`src/codec_ctrl_pkg.sv`:
```
// Constants and types for the codec control register bank
package codec_ctrl_pkg;

    // Serial control frame layout
    localparam int FRAME_BITS = 16;
    localparam int HEAD_BITS = 8;
    localparam int HI_BIT = 15;
    localparam int LO_BIT = 14;
    localparam int RW_BIT = 13;
    localparam int ADDR_MSB = 12;
    localparam int ADDR_LSB = 8;
    localparam int DATA_MSB = 7;

    // Register addresses and reset value
    localparam logic [4:0] SYS_CTRL_ADDR = 5'h01;
    localparam logic [4:0] GAIN_CTRL_ADDR = 5'h02;
    localparam logic [7:0] REG_RESET = 8'h00;

    // Field positions in system_control
    localparam int SYS_RST_BIT = 7;
    localparam int SYS_PD_BIT = 6;
    localparam int SYS_DLB_BIT = 5;
    localparam int SYS_ALB_BIT = 4;
    localparam int SYS_MSRC_BIT = 3;
    localparam int SYS_MGAIN_MSB = 2;

    // Field positions in gain_control
    localparam int GAIN_RX_MSB = 7;
    localparam int GAIN_RX_LSB = 5;
    localparam int GAIN_DAC_MSB = 4;
    localparam int GAIN_DAC_LSB = 2;
    localparam int GAIN_SPK_BIT = 1;

    typedef struct packed {
        logic soft_reset;
        logic power_down;
        logic digital_loop;
        logic analog_loop;
        logic monitor_src_rx;
        logic [2:0] monitor_gain;
    } sys_ctrl_t;

    typedef struct packed {
        logic [2:0] line_receive_input_gain;
        logic [2:0] dac_gain;
        logic speaker_en;
        logic adc_overflow;
    } gain_ctrl_t;

    typedef struct packed {
        logic sclk;
        logic frame_n;
        logic din;
    } serial_in_t;

    typedef enum logic [1:0] {
        ST_IDLE = 2'b00,
        ST_HEAD = 2'b01,
        ST_BODY = 2'b11,
        ST_DONE = 2'b10
    } frame_state_t;

endpackage

```
`src/codec_ctrl_regs.sv`:
```
// Serial control frame decoder with the two codec control registers
//
// Behaviour
// (RL1) D12-D8 address, D7-D0 data byte
// (RL2) D13 low writes, high reads
// (RL3) D15,D14 low; addresses 1 and 2
// (RL4) System bit 7 holds soft reset
// (RL5) System bit 6 enters power-down
// (RL6) System bit 5 enables digital loopback
// (RL7) System bit 4 enables analog loopback
// (RL8) System bit 3 selects monitor source
// (RL9) System bits 2-0 set monitor gain
// (RL10) Gain bits 7-5 set receive gain
// (RL11) Gain bits 4-2 set DAC gain
// (RL12) Gain bit 1 enables speaker driver
// (RL13) Gain bit 0 shows ADC overflow
// (RL14) Both registers reset to zero
// (RL15) Reads return register byte; overflow unwritable
// (RL16) Other addresses leave registers unchanged
module codec_ctrl_regs
    import codec_ctrl_pkg::*;
(
    input wire logic clk,
    input wire logic rst,
    input wire serial_in_t ser_in,
    input wire logic control_slot,
    input wire logic adc_overflow_in,
    output logic dout,
    output logic dout_oe,
    output sys_ctrl_t sys_ctrl,
    output gain_ctrl_t gain_ctrl
);

    // Pin synchronisers: first stage read only by second
    serial_in_t sync1_q;
    serial_in_t sync2_q;
    logic ovf1_q;
    logic ovf2_q;
    logic sclk_prev_q;

    always_ff @(posedge clk or posedge rst) begin
        if (rst) begin
            sync1_q <= '{sclk: 1'b0, frame_n: 1'b1, din: 1'b0};
            sync2_q <= '{sclk: 1'b0, frame_n: 1'b1, din: 1'b0};
            ovf1_q <= 1'b0;
            ovf2_q <= 1'b0;
            sclk_prev_q <= 1'b0;
        end else begin
            sync1_q <= ser_in;
            sync2_q <= sync1_q;
            ovf1_q <= adc_overflow_in;
            ovf2_q <= ovf1_q;
            sclk_prev_q <= sync2_q.sclk;
        end
    end

    logic in_frame;
    logic sclk_fall;
    logic sclk_rise;

    assign in_frame = !sync2_q.frame_n;
    assign sclk_fall = sclk_prev_q && !sync2_q.sclk;
    assign sclk_rise = !sclk_prev_q && sync2_q.sclk;

    // Frame state
    frame_state_t state_q;
    frame_state_t state_d;
    logic [3:0] cnt_q;
    logic [3:0] cnt_d;
    logic [14:0] shreg_q;
    logic [14:0] shreg_d;
    logic read_q;
    logic read_d;
    logic [7:0] rdata_q;
    logic [7:0] rdata_d;
    logic dout_q;
    logic dout_d;
    logic oe_q;
    logic oe_d;
    sys_ctrl_t sys_q;
    sys_ctrl_t sys_d;
    gain_ctrl_t gain_q;
    gain_ctrl_t gain_d;

    logic [15:0] frame_w;
    logic [7:0] head_w;
    logic head_ok;
    logic last_bit;
    logic head_bit;
    logic wr_sys;
    logic wr_gain;

    assign frame_w = {shreg_q, sync2_q.din};
    assign head_w = frame_w[7:0];
    assign last_bit = sclk_fall && in_frame && cnt_q == 4'(FRAME_BITS - 1);
    assign head_bit = sclk_fall && in_frame && cnt_q == 4'(HEAD_BITS - 1);
    // Top two bits must be low to count as a control frame
    assign head_ok = control_slot && !frame_w[HI_BIT] && !frame_w[LO_BIT]; // RL3
    // A frame cut short never reaches last_bit and so writes nothing
    assign wr_sys = last_bit && head_ok && !frame_w[RW_BIT]
        && frame_w[ADDR_MSB:ADDR_LSB] == SYS_CTRL_ADDR; // RL2
    assign wr_gain = last_bit && head_ok && !frame_w[RW_BIT]
        && frame_w[ADDR_MSB:ADDR_LSB] == GAIN_CTRL_ADDR; // RL16

    always_comb begin
        state_d = state_q;
        cnt_d = cnt_q;
        shreg_d = shreg_q;
        read_d = read_q;
        rdata_d = rdata_q;
        dout_d = dout_q;
        oe_d = in_frame;
        if (!in_frame) begin
            state_d = ST_IDLE;
            cnt_d = 4'h0;
            read_d = 1'b0;
            dout_d = 1'b0;
        end else begin
            // Extra bit clocks after the sixteenth bit are ignored
            if (sclk_fall && state_q != ST_DONE) begin
                shreg_d = frame_w[14:0]; // RL1
                cnt_d = cnt_q + 4'h1;
            end
            case (state_q)
                ST_IDLE: begin
                    state_d = ST_HEAD;
                end
                ST_HEAD: begin
                    if (head_bit) begin
                        state_d = ST_BODY;
                        // Header is complete: decide the read and latch its byte
                        read_d = control_slot && head_w[7:6] == 2'b00 && head_w[5]; // RL2
                        case (head_w[4:0])
                            SYS_CTRL_ADDR: rdata_d = sys_q; // RL15
                            GAIN_CTRL_ADDR: rdata_d = gain_q; // RL15
                            default: rdata_d = 8'h00; // RL16
                        endcase
                    end
                end
                ST_BODY: begin
                    if (last_bit) begin
                        state_d = ST_DONE;
                    end
                end
                ST_DONE: begin
                    state_d = ST_DONE;
                end
                default: begin
                    state_d = ST_IDLE;
                end
            endcase
            // Output bits change on the rising edge, ahead of host sampling
            if (sclk_rise) begin
                if (state_q == ST_BODY && read_q) begin
                    dout_d = rdata_q[DATA_MSB]; // RL15
                    rdata_d = {rdata_q[6:0], 1'b0};
                end else begin
                    dout_d = 1'b0;
                end
            end
        end
    end

    always_comb begin
        sys_d = sys_q;
        gain_d = gain_q;
        if (wr_sys) begin
            sys_d.soft_reset = frame_w[SYS_RST_BIT]; // RL4
            sys_d.power_down = frame_w[SYS_PD_BIT]; // RL5
            sys_d.digital_loop = frame_w[SYS_DLB_BIT]; // RL6
            sys_d.analog_loop = frame_w[SYS_ALB_BIT]; // RL7
            sys_d.monitor_src_rx = frame_w[SYS_MSRC_BIT]; // RL8
            sys_d.monitor_gain = frame_w[SYS_MGAIN_MSB:0]; // RL9
        end
        if (wr_gain) begin
            gain_d.line_receive_input_gain = frame_w[GAIN_RX_MSB:GAIN_RX_LSB]; // RL10
            gain_d.dac_gain = frame_w[GAIN_DAC_MSB:GAIN_DAC_LSB]; // RL11
            gain_d.speaker_en = frame_w[GAIN_SPK_BIT]; // RL12
        end
        // Overflow bit follows the converter, never the host
        gain_d.adc_overflow = ovf2_q; // RL13
    end

    always_ff @(posedge clk or posedge rst) begin
        if (rst) begin
            state_q <= ST_IDLE;
            cnt_q <= 4'h0;
            shreg_q <= 15'h0000;
            read_q <= 1'b0;
            rdata_q <= 8'h00;
            dout_q <= 1'b0;
            oe_q <= 1'b0;
            sys_q <= REG_RESET; // RL14
            gain_q <= REG_RESET; // RL14
        end else begin
            state_q <= state_d;
            cnt_q <= cnt_d;
            shreg_q <= shreg_d;
            read_q <= read_d;
            rdata_q <= rdata_d;
            dout_q <= dout_d;
            oe_q <= oe_d;
            sys_q <= sys_d;
            gain_q <= gain_d;
        end
    end

    assign dout = dout_q;
    assign dout_oe = oe_q;
    assign sys_ctrl = sys_q;
    assign gain_ctrl = gain_q;

    // Checks

    a_write_sys: assert property (@(posedge clk) disable iff (rst) // RL1
        wr_sys |=> sys_q == $past(frame_w[7:0]))
        else $error("system_control write not stored");

    a_write_gain: assert property (@(posedge clk) disable iff (rst) // RL11
        wr_gain |=> gain_q[7:1] == $past(frame_w[7:1]))
        else $error("gain_control write not stored");

    a_read_nowrite: assert property (@(posedge clk) disable iff (rst) // RL2
        (last_bit && frame_w[RW_BIT]) |=> $stable(sys_q) && $stable(gain_q[7:1]))
        else $error("read frame changed a register");

    a_high_bits: assert property (@(posedge clk) disable iff (rst) // RL3
        (last_bit && (frame_w[HI_BIT] || frame_w[LO_BIT])) |=> $stable(sys_q))
        else $error("frame with D15/D14 set was taken");

    a_bad_addr: assert property (@(posedge clk) disable iff (rst) // RL16
        (last_bit && frame_w[ADDR_MSB:ADDR_LSB] != SYS_CTRL_ADDR
        && frame_w[ADDR_MSB:ADDR_LSB] != GAIN_CTRL_ADDR)
        |=> $stable(sys_q) && $stable(gain_q[7:1]))
        else $error("unmapped address changed a register");

    a_ovf_track: assert property (@(posedge clk) disable iff (rst) // RL13
        ##2 gain_q.adc_overflow == $past(ovf1_q, 2))
        else $error("overflow bit does not follow converter");

    a_read_latch: assert property (@(posedge clk) disable iff (rst) // RL15
        (head_bit && control_slot && head_w[7:5] == 3'b001 && head_w[4:0] == SYS_CTRL_ADDR)
        |=> read_q && rdata_q == $past(sys_q))
        else $error("read byte not latched from system_control");

    a_oe_frame: assert property (@(posedge clk) disable iff (rst) // RL15
        !in_frame |=> !dout_oe && !dout)
        else $error("serial output driven outside a frame");

    a_read_gain: assert property (@(posedge clk) disable iff (rst) // RL15
        (head_bit && control_slot && head_w[7:5] == 3'b001 && head_w[4:0] == GAIN_CTRL_ADDR)
        |=> read_q && rdata_q == $past(gain_q))
        else $error("read byte not latched from gain_control");

    a_read_refused: assert property (@(posedge clk) disable iff (rst) // RL3
        (head_bit && !(control_slot && head_w[7:5] == 3'b001))
        |=> !read_q)
        else $error("refused frame was treated as a read");

    a_bad_read: assert property (@(posedge clk) disable iff (rst) // RL16
        (head_bit && head_w[4:0] != SYS_CTRL_ADDR && head_w[4:0] != GAIN_CTRL_ADDR)
        |=> rdata_q == 8'h00)
        else $error("unmapped read returned register data");

    a_slot_low: assert property (@(posedge clk) disable iff (rst) // RL3
        (last_bit && !control_slot)
        |=> $stable(sys_q) && $stable(gain_q[7:1]))
        else $error("frame outside a control slot was taken");

    a_ovf_nowrite: assert property (@(posedge clk) disable iff (rst) // RL15
        wr_gain
        |=> gain_q.adc_overflow == $past(ovf2_q))
        else $error("host write reached the overflow bit");

    a_dout_quiet: assert property (@(posedge clk) disable iff (rst) // RL15
        !read_q
        |=> !dout)
        else $error("serial output carried data outside a read");

    a_done_hold: assert property (@(posedge clk) disable iff (rst) // RL1
        (state_q == ST_DONE && in_frame)
        |=> state_q == ST_DONE && $stable(shreg_q) && $stable(cnt_q))
        else $error("bit clock after the last bit was taken");

    a_no_early: assert property (@(posedge clk) disable iff (rst) // RL1
        !last_bit
        |=> $stable(sys_q) && $stable(gain_q[7:1]))
        else $error("register changed before the sixteenth bit");

    a_oe_inside: assert property (@(posedge clk) disable iff (rst) // RL15
        in_frame
        |=> dout_oe)
        else $error("serial output not driven inside a frame");

    a_head_body: assert property (@(posedge clk) disable iff (rst) // RL1
        head_bit
        |=> state_q == ST_BODY && cnt_q == 4'(HEAD_BITS))
        else $error("header end did not open the data byte");

    // Reset is checked without disable so that it is seen while it is held
    a_reset_zero: assert property (@(posedge clk) // RL14
        rst
        |=> sys_q == REG_RESET && gain_q == REG_RESET)
        else $error("registers not cleared by reset");

endmodule

```
`config.mk`:
```
export PLATFORM = sky130hd
export DESIGN_NAME = codec_ctrl_regs
export DESIGN_NICKNAME = d
export VERILOG_FILES = /design/src/codec_ctrl_pkg.sv /design/src/codec_ctrl_regs.sv
export SDC_FILE = /design/constraint.sdc
export NUM_CORES = 1
export LEC_CHECK = 0
export CORE_ASPECT_RATIO = 0.6
export CORE_MARGIN = 5
export CORE_UTILIZATION = 40
export CTS_CLUSTER_DIAMETER = 80
export DETAILED_ROUTE_END_ITERATION = 8
export DONT_BUFFER_PORTS = 1
export GPL_ROUTABILITY_DRIVEN = 1
export SYNTH_ARGS = -nofsm -noshare
export SYNTH_HDL_FRONTEND = slang
export SYNTH_SLANG_ARGS = --single-unit
```
`constraint.sdc`:
```
create_clock -name clk -period 2.89 [get_ports clk]
set_clock_uncertainty 0.2 [all_clocks]
set_input_delay 0.578 -clock clk [delete_from_list [all_inputs] [get_ports clk]]
set_output_delay 0.578 -clock clk [all_outputs]
set_load 0.1 [all_outputs]
```
==> results.md, run 1 <==
* H-tree levels at 3
* Highest-count cells in the layout ignoring fill and taps: dfrtp_1, mux2_2, nor2_1
* Syn Area/Cell at around 14 µm²
* Worst Tran Pin Value at between 0.9 and 1 ns
* Synth Warn # at 0
* Flop-to-flop setup slack at approximately 0.75 ns
* Non-Filler Instances at between 200 and 300
* Setup ws final at 0.748 ns
* DRC Markers at 0
* Crit share post-route at approximately three quarters
* Critical path class: reg -> reg
* CTS root buf: clkbuf_8
* Reg clk slew, reported paths at 0.07 ns
* Post-synthesis mux area share at 15.2%
* Setup crit end kind: flop
* Fmax at around 470 MHz
* Drt pass-1 iters at 4
* Placement row count at 21
* Worst Path Arrival at about 2.2 ns
* Main synth FF type: dfrtp_1
* Final HPWL DP at roughly 3.2 mm
* Largest fanout on the critical path at 11
* Compound-cell area share of the yosys netlist at approximately 8%
* Main combinational cell family by area after synthesis: multiplexers
* Clock latency on the worst-skew pair at ~0.33 ns
* P&R area growth vs syn at 15.4%
* CTS tree: done
* Post-Place Worst Slack at around 0.66 ns
* Vias in the first global route at between 1,000 and 1,500
* Initial DRC count at 74
* Critical Path RT at around 2.9 ns
* CTS Sinks at between 50 and 60
* Number of synthesized flops with an enable pin at 0
* Slew Limit Fails at 0
* Post-Synth Simple-Gate Area at 11.4%
* Hold Crit Class: in -> reg
* Total track usage at roughly 14%
* Slew margin rel. at between 30% and 40%
* Synth Area in Adders at less than 1%
* Crit path top cell by count: nor3b_4
* Hold EP: sync1_q[1]$_DFF_PP1_
* Core box area at between 0.005 and 0.006 mm²
* Post-synthesis sequential area ratio at between 60% and 70%
* Post-Synth XOR/XNOR Area at 0.765%
* FF-to-FF path depth at 4
* Routed Antenna Nets at 0
* CP max stage cell: nor3b_4
* Vias at between 1,000 and 1,500
* Max Buffers Root-to-Sink at 2
* Routability Congestion at 0.779
* CP Launch Type: flop
* Hold Path Origin: ser_in[1]
* Reg-to-Reg End: sys_ctrl[4]$_DFFE_PP0P_
* FF+latch count, synth at 57
* Slowest stage delay, CP at roughly 0.46 ns
* CTS buffer count at 9
* First-pass GRT wire length at between 7 and 8 mm
* VDD IR-drop max at between 300 and 400 µV
* TNS Setup at 0 ns
* Initial Utilization at 41.1%
* Top Ports at 25
* Share of layout cells above drive strength 1 at about a third
* RSZ-0062 raised after global routing: false
* Reg-to-Reg Start: sync2_q[1]$_DFF_PP1_
* Power Dens Cells at ~720 mW/mm²
* Largest net degree at the start of global routing at 30
* Placed Cells at about 240
* Die span in y at 68.6 µm
* Tmin final at 2.14 ns
* Global route total overflow at 0
* Mapped Area at around 0.0023 mm²
* CP top delay family: simple AND/OR/NAND/NOR gates
* Crit path buffers/inverters at 0
* Async SR Flop Fraction at 100%
* Nets@finish at 183
* DR vias/cell at roughly 5.2
* Mapped Cells at approximately 160
* Commonest non-fill, non-tap cell in the layout: dfrtp_1
* Max-Cap Viols at 0
* Status: finished, final reports clean
* Final setup vio count at 0
* Port Buffers at 0
* Die area at ~0.0074 mm²
* # diodes at 0
* DR WL/cell at roughly 17 µm
* Endpoints failing hold at 0
* Lkg Pwr at 1.21 nW
* Die W at between 100 and 150 µm
* Worst-path cell chain: nor3b_4, nand4_2, nor3b_4, mux2_2
* Worst hold stages at 0
* Wirelength, routed at between 4 and 5 mm
* Initial antenna violation count at 0
* Syn Nets at 171
* Netlist cell types at 34
==> per-stage QoR <==
| stage | total power [mW] | hold slack (ns) | util (%) | cell area (µm²) |
|---|---|---|---|---|
| after detailed placement | 1.09 | 0.139 | 43.1 | 2400 |
| final | 1.91 | 0.0459 | 47.4 | 2640 |
| after floorplan | 1.03 | 0.131 | - | 2290 |
| after global routing | 1.99 | 0.0193 | 47.4 | 2640 |
| after global placement | 1.08 | 0.136 | 43.1 | 2400 |
| after CTS | 1.93 | 0.0235 | 47.4 | 2640 |
==> worst max path at each step <==
| stage | startpoint | endpoint | depth (start not counted) |
|---|---|---|---|
| floorplan | rst | cnt_q[0]$_DFFE_PP0P_ | 1 |
| global placement | control_slot | sys_ctrl[1]$_DFFE_PP0P_ | 4 |
| detailed placement | control_slot | sys_ctrl[4]$_DFFE_PP0P_ | 4 |
| CTS | sync2_q[1]$_DFF_PP1_ | sys_ctrl[4]$_DFFE_PP0P_ | 4 |
| global route | sync2_q[1]$_DFF_PP1_ | sys_ctrl[6]$_DFFE_PP0P_ | 4 |
| finish | sync2_q[1]$_DFF_PP1_ | sys_ctrl[4]$_DFFE_PP0P_ | 4 |
==> cell usage after synthesis (2+ instances only) <==
| master | n | area (µm²) |
|---|---|---|
| nor3_1 | 2 | 10.0 |
| dfrtp_1 | 55 | 1380 |
| nand2_1 | 5 | 18.8 |
| a221o_1 | 6 | 60.1 |
| nor3b_4 | 3 | 56.3 |
| nor2b_1 | 4 | 25.0 |
| a22oi_1 | 7 | 52.6 |
| nand3_1 | 2 | 10.0 |
| and3_1 | 2 | 12.5 |
| a21oi_1 | 5 | 25.0 |
| mux2_2 | 30 | 338 |
| inv_1 | 5 | 18.8 |
| xor2_1 | 2 | 17.5 |
| nor2_1 | 12 | 45.0 |
| dfstp_2 | 2 | 52.6 |
| clkbuf_1 | 3 | 11.3 |
==> power by group <==
group          internal, mW  total (mW)  leakage, nW  switching (mW)
Sequential            0.860       0.950        0.754          0.0899
Combinational        0.0638       0.123        0.340          0.0590
Clock                 0.529       0.836        0.115           0.307
==> cells by family after synthesis <==
logic type / after synthesis
simple gates: 39
mux: 31
compound gates: 24
fa+ha+maj: 1
buf+inv: 9
xor+xnor: 2
flops: 57
==> metal layers <==
layer,global-route usage (%),share of wire [%]
met1,19.4,50
met2,19.6,45
met3,5.12,4.9
met4,4.72,0.37
met5,0,0
==> registers in the layout, indices dropped and copies added, names as in the netlist, 2 cells and up <==
signal,count
shreg_q,15
gain_ctrl,8
rdata_q,8
sys_ctrl,8
cnt_q,4
sync1_q,3
state_q,2
sync2_q,2
==> layout make-up <==
cell class / instances / area (µm²)
sequential: 57 / 1430
clock inverter: 5 / 77.6
inverter: 5 / 18.8
tap: 80 / 100
clock buffer: 11 / 151
fill: 507 / 2930
timing repair buffer: 5 / 40.0
multi-input combinational: 97 / 825
==> worst reg2reg max path: stages (launching register included) <==
cell and delay [ns]:
dfstp_2 0.44, nor3b_4 0.33, nand4_2 0.21, nor3b_4 0.46
mux2_2 0.39
==> timing repair <==
item	in CTS	in global routing
endpoints found under the setup margin	0	0
hold buffers	1	0
endpoints found under the hold margin	14	0
resized for setup	0	0
buffers inserted	0	0
Power figures use the tool's default switching activity.
==> run 2: changes to the inputs <==
- ABC_AREA: default -> 1
- clock period: 2.89 -> 2.05 ns (I/O delays scaled with it)
==> results.md, run 2 <==
* Tmin final at 1.82 ns (-0.325 ns)
* Area post-placement at 0.00281 mm² (+17%)
* CP max stage cell: dfrtp_1
* Wirelength, routed at 5.46 mm (+20%)
* Core box area at 0.00614 mm² (+10%)
* Post-synthesis sequential area ratio at 56.4% (-6.0 points)
* CP Launch Type: flop
* Slowest stage delay, CP at 0.39 ns (-0.07 ns)
* Top-count cell post-synth: nand2_1
* Clock latency on the worst-skew pair at 0.34 ns (about the same)
* Initial DRC count at 139 (+88%)
* Worst hold stages at 2 (+2)
* Vias at 1,941 (+43%)
* Reg-to-Reg End: rdata_q[2]$_DFFE_PP0N_
* Post-Place Worst Slack at 0.222 ns (-0.435 ns)
* Port Buffers at 0 (unchanged)
* Worst-path cell chain: ha_1, nand2_1, nor2_1, nand3_1, a21oi_1, nand2_1, nand2_1, nand2_1
* Status: finished, final reports clean
* Mapped Cells at 283 (+74%)
* Initial antenna violation count at 0 (unchanged)
* Endpoints failing hold at 0 (unchanged)
* FF+latch count, synth at 57 (unchanged)
* Crit share post-route at 88.7% (+15 points)
* Hold Path Origin: control_slot
* Die area at 0.00807 mm² (+9.4%)
* Netlist cell types at 24 (-29%)
* Flop-to-flop setup slack at 0.23 ns (-0.52 ns)
* Final HPWL DP at 3.80 mm (+18%)
* Power Dens Cells at 825 mW/mm² (+14%)
* Final instance area at 0.00306 mm² (+16%)
* DR WL/cell at 13.4 µm (-23%)
* Async SR Flop Fraction at 100% (unchanged)
* Commonest non-fill, non-tap cell in the layout: nand2_1
* Initial Utilization at 41.3% (+0.17 points)
* Net Sw Frac at 27.0% (+3.1 points)
* Max Buffers Root-to-Sink at 2 (unchanged)
* Slew margin rel. at 69.8% (+34 points)
* Routability Congestion at 0.857 (+10%)
* Synth top area share at 54.3% (-5.8 points)
* Die W at 113 µm (+4.7%)
* Max reg flops at 15 (unchanged)
* First-pass GRT wire length at 9.58 mm (+28%)
* Vias in the first global route at 1,918 (+34%)
* Reg clk slew, reported paths at 0.06 ns (about the same)
* Fmax at 550 MHz (+18%)
* Final setup vio count at 0 (unchanged)
* FF-to-FF path depth at 8 (+4)
* Largest net degree at the start of global routing at 40 (+33%)
* RSZ-0062 raised after global routing: false
* Nets@finish at 326 (+78%)
* Die span in y at 71.6 µm (+4.4%)
* Hold Crit Class: in -> reg
* Routed Antenna Nets at 0 (unchanged)
* Int Power at 1.84 mW (+27%)
* Synth Warn # at 0 (unchanged)
* H-tree levels at 3 (unchanged)
* Top post-synthesis cells by area: dfrtp_1, nand2_1, o21ai_0
* CTS tree: done
* TNS Setup at 0 ns (unchanged)
* Combinational Power Share at 11.3% (+4.9 points)
* Mapped Area at 0.00253 mm² (+11%)
* Placement row count at 22 (+4.8%)
* Filler Cell Count at 590 (+16%)
* Total track usage at 15.5% (+1.8 points)
* CTS buffer count at 9 (unchanged)
* Critical Path RT at 2.09 ns (-0.82 ns)
* Syn Nets at 291 (+70%)
* CTS root buf: clkbuf_8
* Total power at 2.52 mW (+32%)
* Drt pass-1 iters at 4 (unchanged)
* Global route total overflow at 0 (unchanged)
* Hold EP: read_q$_DFFE_PP0P_
* Main synth FF type: dfrtp_1
* Reg-to-Reg Start: cnt_q[0]$_DFFE_PP0P_
* Crit path top cell by count: nand2_1
* DRC Markers at 0 (unchanged)
* Share of layout cells above drive strength 1 at 22.0% (-11 points)
* Synth top cells by count: nand2_1, dfrtp_1, inv_1, o21ai_0, o21ai_2
* VDD IR-drop max at 553 µV (+41%)
* P&R area growth vs syn at 20.7%
* Lkg Pwr at 1.48 nW (+22%)
* Seq pwr share at 49.1% (-0.7 points)
* Top Ports at 25 (unchanged)
* # diodes at 0 (unchanged)
* Slew Limit Fails at 0 (unchanged)
* Worst Tran Pin Value at 0.452 ns (-0.508 ns)
* Highest-count cells in the layout ignoring fill and taps: nand2_1, dfrtp_1, inv_1
* DR vias/cell at 4.77 (-8.8%)
* Setup ws final at 0.233 ns (-0.515 ns)
* Worst Path Arrival at 1.85 ns (-0.31 ns)
* CTS Sinks at 57 (unchanged)
* Syn Area/Cell at 8.95 µm² (-36%)
* Share of total power in the clock network at 39.7% (-4.1 points)
* Cell taking the most area after synthesis: dfrtp_1
* Largest fanout on the critical path at 7 (-4)
* Max-Cap Viols at 0 (unchanged)
* Number of synthesized flops with an enable pin at 0 (unchanged)
* WHS at 0.0483 ns (+0.00240 ns)
* Setup crit end kind: flop
* Psw at 0.681 mW (+49%)
* Critical path class: reg -> reg
* Largest Register: shreg_q
run 2: cell count changes in the layout (fill, tap and decap cells not counted), sizes merged, moves of 9 or more:
cell | before | now
nand4 | 2 | 11
o21ai | 1 | 49
nand2 | 5 | 81
inv | 5 | 37
buf | 4 | 27
mux2 | 30 | 0
run 2: area by class of cell:
type | instances | area [µm²] | area share, %
Multi-Input combinational cell | 181 | 913 | 29.9
Inverter | 37 | 139 | 4.54
Clock inverter | 2 | 10.0 | 0.327
Tap cell | 84 | 105 | 3.44
Sequential cell | 57 | 1430 | 46.7
Timing Repair Buffer | 32 | 278 | 9.09
Clock buffer | 14 | 183 | 5.98
run 2: how the worst max path moves through the flow:
| stage | start | end | slack [ns] | cells past startpoint |
|---|---|---|---|---|
| final | cnt_q[0]$_DFFE_PP0P_ | rdata_q[2]$_DFFE_PP0N_ | 0.23 | 8 |
| after global routing | sync2_q[2]$_DFF_PP0_ | gain_ctrl[4]$_DFFE_PP0P_ | 0.07 | 8 |
| after floorplan | rst | cnt_q[0]$_DFFE_PP0P_ | 0.04 | 1 |
| after global placement | sync2_q[2]$_DFF_PP0_ | gain_ctrl[1]$_DFFE_PP0P_ | 0.27 | 8 |
| after detailed placement | sync2_q[2]$_DFF_PP0_ | gain_ctrl[1]$_DFFE_PP0P_ | 0.22 | 8 |
| after CTS | sync2_q[2]$_DFF_PP0_ | gain_ctrl[4]$_DFFE_PP0P_ | 0.22 | 8 |
run 2: kinds of logic (layout without fill, tap and decap cells):
family / count (synthesis) / count (layout) / synth area share (%)
fa+ha+maj: 1 / 1 / 0.494
buf+inv: 45 / 85 / 7.61
flops: 57 / 57 / 56.4
compound gates: 63 / 63 / 14.7
simple gates: 117 / 117 / 20.8
run 2: critical path: cells and delay by family, from the launching register on:
family	cells	cell delay (ns)
AOI/OAI and AO/OA	1	0.22
DFF	1	0.39
adders and majority gates	1	0.18
and+or+nand+nor	6	0.71
run 2: metrics by stage:
| step | instances | utilization, % |
|---|---|---|
| after CTS | 407 | 49.8 |
| after detailed placement | 386 | 45.8 |
| after global placement | 386 | 45.8 |
| after floorplan | 283 | - |
| after global routing | 407 | 49.8 |
| final | 407 | 49.8 |
run 2: layer usage:
metal,vias up,GRT usage (%),part of all wire [%]
li1,986,-,-
met1,897,21.2,51
met2,54,20.7,41
met3,4,8.10,7.4
met4,0,6.00,0.53
met5,-,0,0
run 2: power by group through the flow:
stage | combinational [mW] | sequential [mW] | clock [mW]
2_1_floorplan | 0.178 | 1.26 | 0
3_3_place_gp | 0.278 | 1.26 | 0
3_5_place_dp | 0.282 | 1.26 | 0
4_1_cts | 0.291 | 1.24 | 1.05
5_1_grt | 0.327 | 1.25 | 1.11
6_report | 0.285 | 1.24 | 1.00
run 2: repair_timing:
action | 4_1_cts | 5_1_grt
setup buffers | 0 | 0
endpoints found under the hold margin | 20 | 0
endpoints found under the setup margin | 0 | 1
resized for setup | 0 | 1
hold buffers | 5 | 0
==> run 3: changes to the inputs <==
- GPL_ROUTABILITY_DRIVEN: 1 -> 0
- PLACE_DENSITY: default -> 0.55
==> results.md, run 3 (synthesis gave the netlist of run 2 again) <==
* Max reg flops at 15 (unchanged)
* VDD IR-drop max at 358 µV (-35%)
* Initial antenna violation count at 0 (unchanged)
* Worst-path cell chain: ha_1, nand2_1, nor2_1, nand2_1, nor2_1, buf_4, or2_2, inv_1, a21oi_1
* Setup crit end: rdata_q[0]$_DFFE_PP0N_
* Routed Antenna Nets at 0 (unchanged)
* Initial DRC count at 137 (-1.4%)
* Final core utilization at 49.3% (-0.47 points)
* CTS Sinks at 57 (unchanged)
* Largest fanout on the critical path at 11 (+4)
* CP Launch Type: flop
* CTS tree: done
* Worst Path Arrival at 1.88 ns (+0.03 ns)
* First-pass GRT wire length at 9.36 mm (-2.3%)
* Max-Cap Viols at 0 (unchanged)
* Vias in the first global route at 1,901 (-0.89%)
* Total track usage at 14.7% (-0.82 points)
* DR WL/cell at 13.1 µm (-2.5%)
* Max Buffers Root-to-Sink at 2 (unchanged)
* Tmin final at 1.88 ns (+0.0671 ns)
* Slew margin rel. at 70.4% (+0.52 points)
* Top Ports at 25 (unchanged)
* TNS Setup at 0 ns (unchanged)
* Largest Register: shreg_q
* Commonest non-fill, non-tap cell in the layout: nand2_1
* Port Buffers at 0 (unchanged)
* Nets@finish at 326 (unchanged)
* Largest net degree at the start of global routing at 39 (-2.5%)
* DR vias/cell at 4.84 (+1.4%)
* Die area at 0.00807 mm² (unchanged)
* Setup crit end kind: flop
* Wirelength, routed at 5.32 mm (-2.5%)
* Slowest stage delay, CP at 0.41 ns (+0.02 ns)
* Share of layout cells above drive strength 1 at 21.7% (-0.31 points)
* H-tree levels at 3 (unchanged)
* Reg-to-Reg Start: cnt_q[0]$_DFFE_PP0P_
* Highest-count cells in the layout ignoring fill and taps: nand2_1, dfrtp_1, inv_1
* Reg clk slew, reported paths at 0.07 ns (about the same)
* Endpoints failing hold at 0 (unchanged)
* Die W at 113 µm (unchanged)
* Flop-to-flop setup slack at 0.17 ns (-0.07 ns)
* Final setup vio count at 0 (unchanged)
* Hold Crit Class: in -> reg
* Power Dens Cells at 811 mW/mm² (-1.7%)
* Die span in y at 71.6 µm (unchanged)
* Lkg Pwr at 1.47 nW (-0.86%)
* Crit path depth at 9 (+1)
* Clock latency on the worst-skew pair at 0.33 ns (about the same)
* Slew Limit Fails at 0 (unchanged)
* DRC Markers at 0 (unchanged)
* RSZ-0062 raised after global routing: false
* CP top delay family: simple AND/OR/NAND/NOR gates
* Global route total overflow at 0 (unchanged)
* Vias at 1,968 (+1.4%)
* Critical Path RT at 2.05 ns (-0.04 ns)
* Core box area at 0.00614 mm² (unchanged)
* Crit path buffers/inverters at 2 (+2)
* CTS root buf: clkbuf_8
* Final HPWL DP at 3.78 mm (-0.46%)
* Crit share post-route at 91.9% (+3.3 points)
* Reg-to-Reg End: rdata_q[0]$_DFFE_PP0N_
* # diodes at 0 (unchanged)
* FF-to-FF path depth at 9 (+1)
* P&R area growth vs syn at 19.6%
* Worst Setup SP: cnt_q[0]$_DFFE_PP0P_
* Fmax at 531 MHz (-3.6%)
* Worst Tran Pin Value at 0.444 ns (-0.00774 ns)
* CP max stage cell: dfrtp_1
* CTS buffer count at 9 (unchanged)
* Status: finished, final reports clean
* Placement row count at 22 (unchanged)
* Initial Utilization at 41.3% (unchanged)
* Drt pass-1 iters at 5 (+1)
* Critical path class: reg -> reg
run 3: cell count changes in the layout (fill, tap and decap cells not counted), sizes merged:
cell / change
clkbuf: -1
clkinv: +1
run 3: metrics by stage:
step	setup WS [ns]	instance area [µm²]	total power [mW]	instances	hold slack (ns)
finish	0.165	3030	2.45	407	0.0702
global route	0.00930	3030	2.59	407	0.0694
global placement	0.236	2800	1.53	386	0.106
floorplan	0.0437	2530	1.44	283	0.131
CTS	0.177	3020	2.49	407	0.0672
detailed placement	0.190	2800	1.53	386	0.104
run 3: power by group:
part	internal (mW)	leakage [nW]	total [mW]	switching (mW)
combinational	0.0807	0.615	0.281	0.200
clock	0.499	0.0932	0.937	0.438
sequential	1.19	0.760	1.24	0.0456
run 3: routing by layer:
| layer | up-vias | GRT usage (%) | wire [µm] |
|---|---|---|---|
| li1 | 991 | - | - |
| met1 | 930 | 20.1 | 2710 |
| met2 | 42 | 21.2 | 2180 |
| met3 | 5 | 6.24 | 390 |
| met4 | 0 | 4.80 | 46 |
| met5 | - | 0 | 0 |
run 3: area by class of cell:
class / instances / area [µm²]
clock buffer: 13 / 159
clock inverter: 3 / 15.0
fill: 582 / 3110
inverter: 37 / 139
multi-input combinational: 181 / 916
sequential: 57 / 1430
tap: 84 / 105
timing repair buffer: 32 / 265
run 3: worst min-delay path by stage:
stage / startpoint / end / slack [ns] / cells after the start
floorplan: sync1_q[0]$_DFF_PP0_ / frame_w[0]$_DFF_PP0_ / 0.13 / 0
CTS: control_slot / read_q$_DFFE_PP0P_ / 0.07 / 2
global placement: rst / ovf1_q$_DFF_PP0_ / 0.11 / 1
detailed placement: rst / ovf1_q$_DFF_PP0_ / 0.10 / 1
global route: control_slot / read_q$_DFFE_PP0P_ / 0.07 / 2
finish: control_slot / read_q$_DFFE_PP0P_ / 0.07 / 2
run 3: repair_timing:
action | CTS | global route
hold buffers | 5 | 0
endpoints found under the setup margin | 0 | 1
resized for setup | 0 | 1
buffers inserted | 0 | 0
endpoints found under the hold margin | 20 | 0
run 3: worst register-to-register path: cells and delay by family (launching register included):
family                     cells  cell delay [ns]
and+or+nand+nor                5             0.66
DFF                            1             0.41
adders and majority gates      1             0.22
buffers and inverters          2             0.21
AOI/OAI and AO/OA              1             0.03
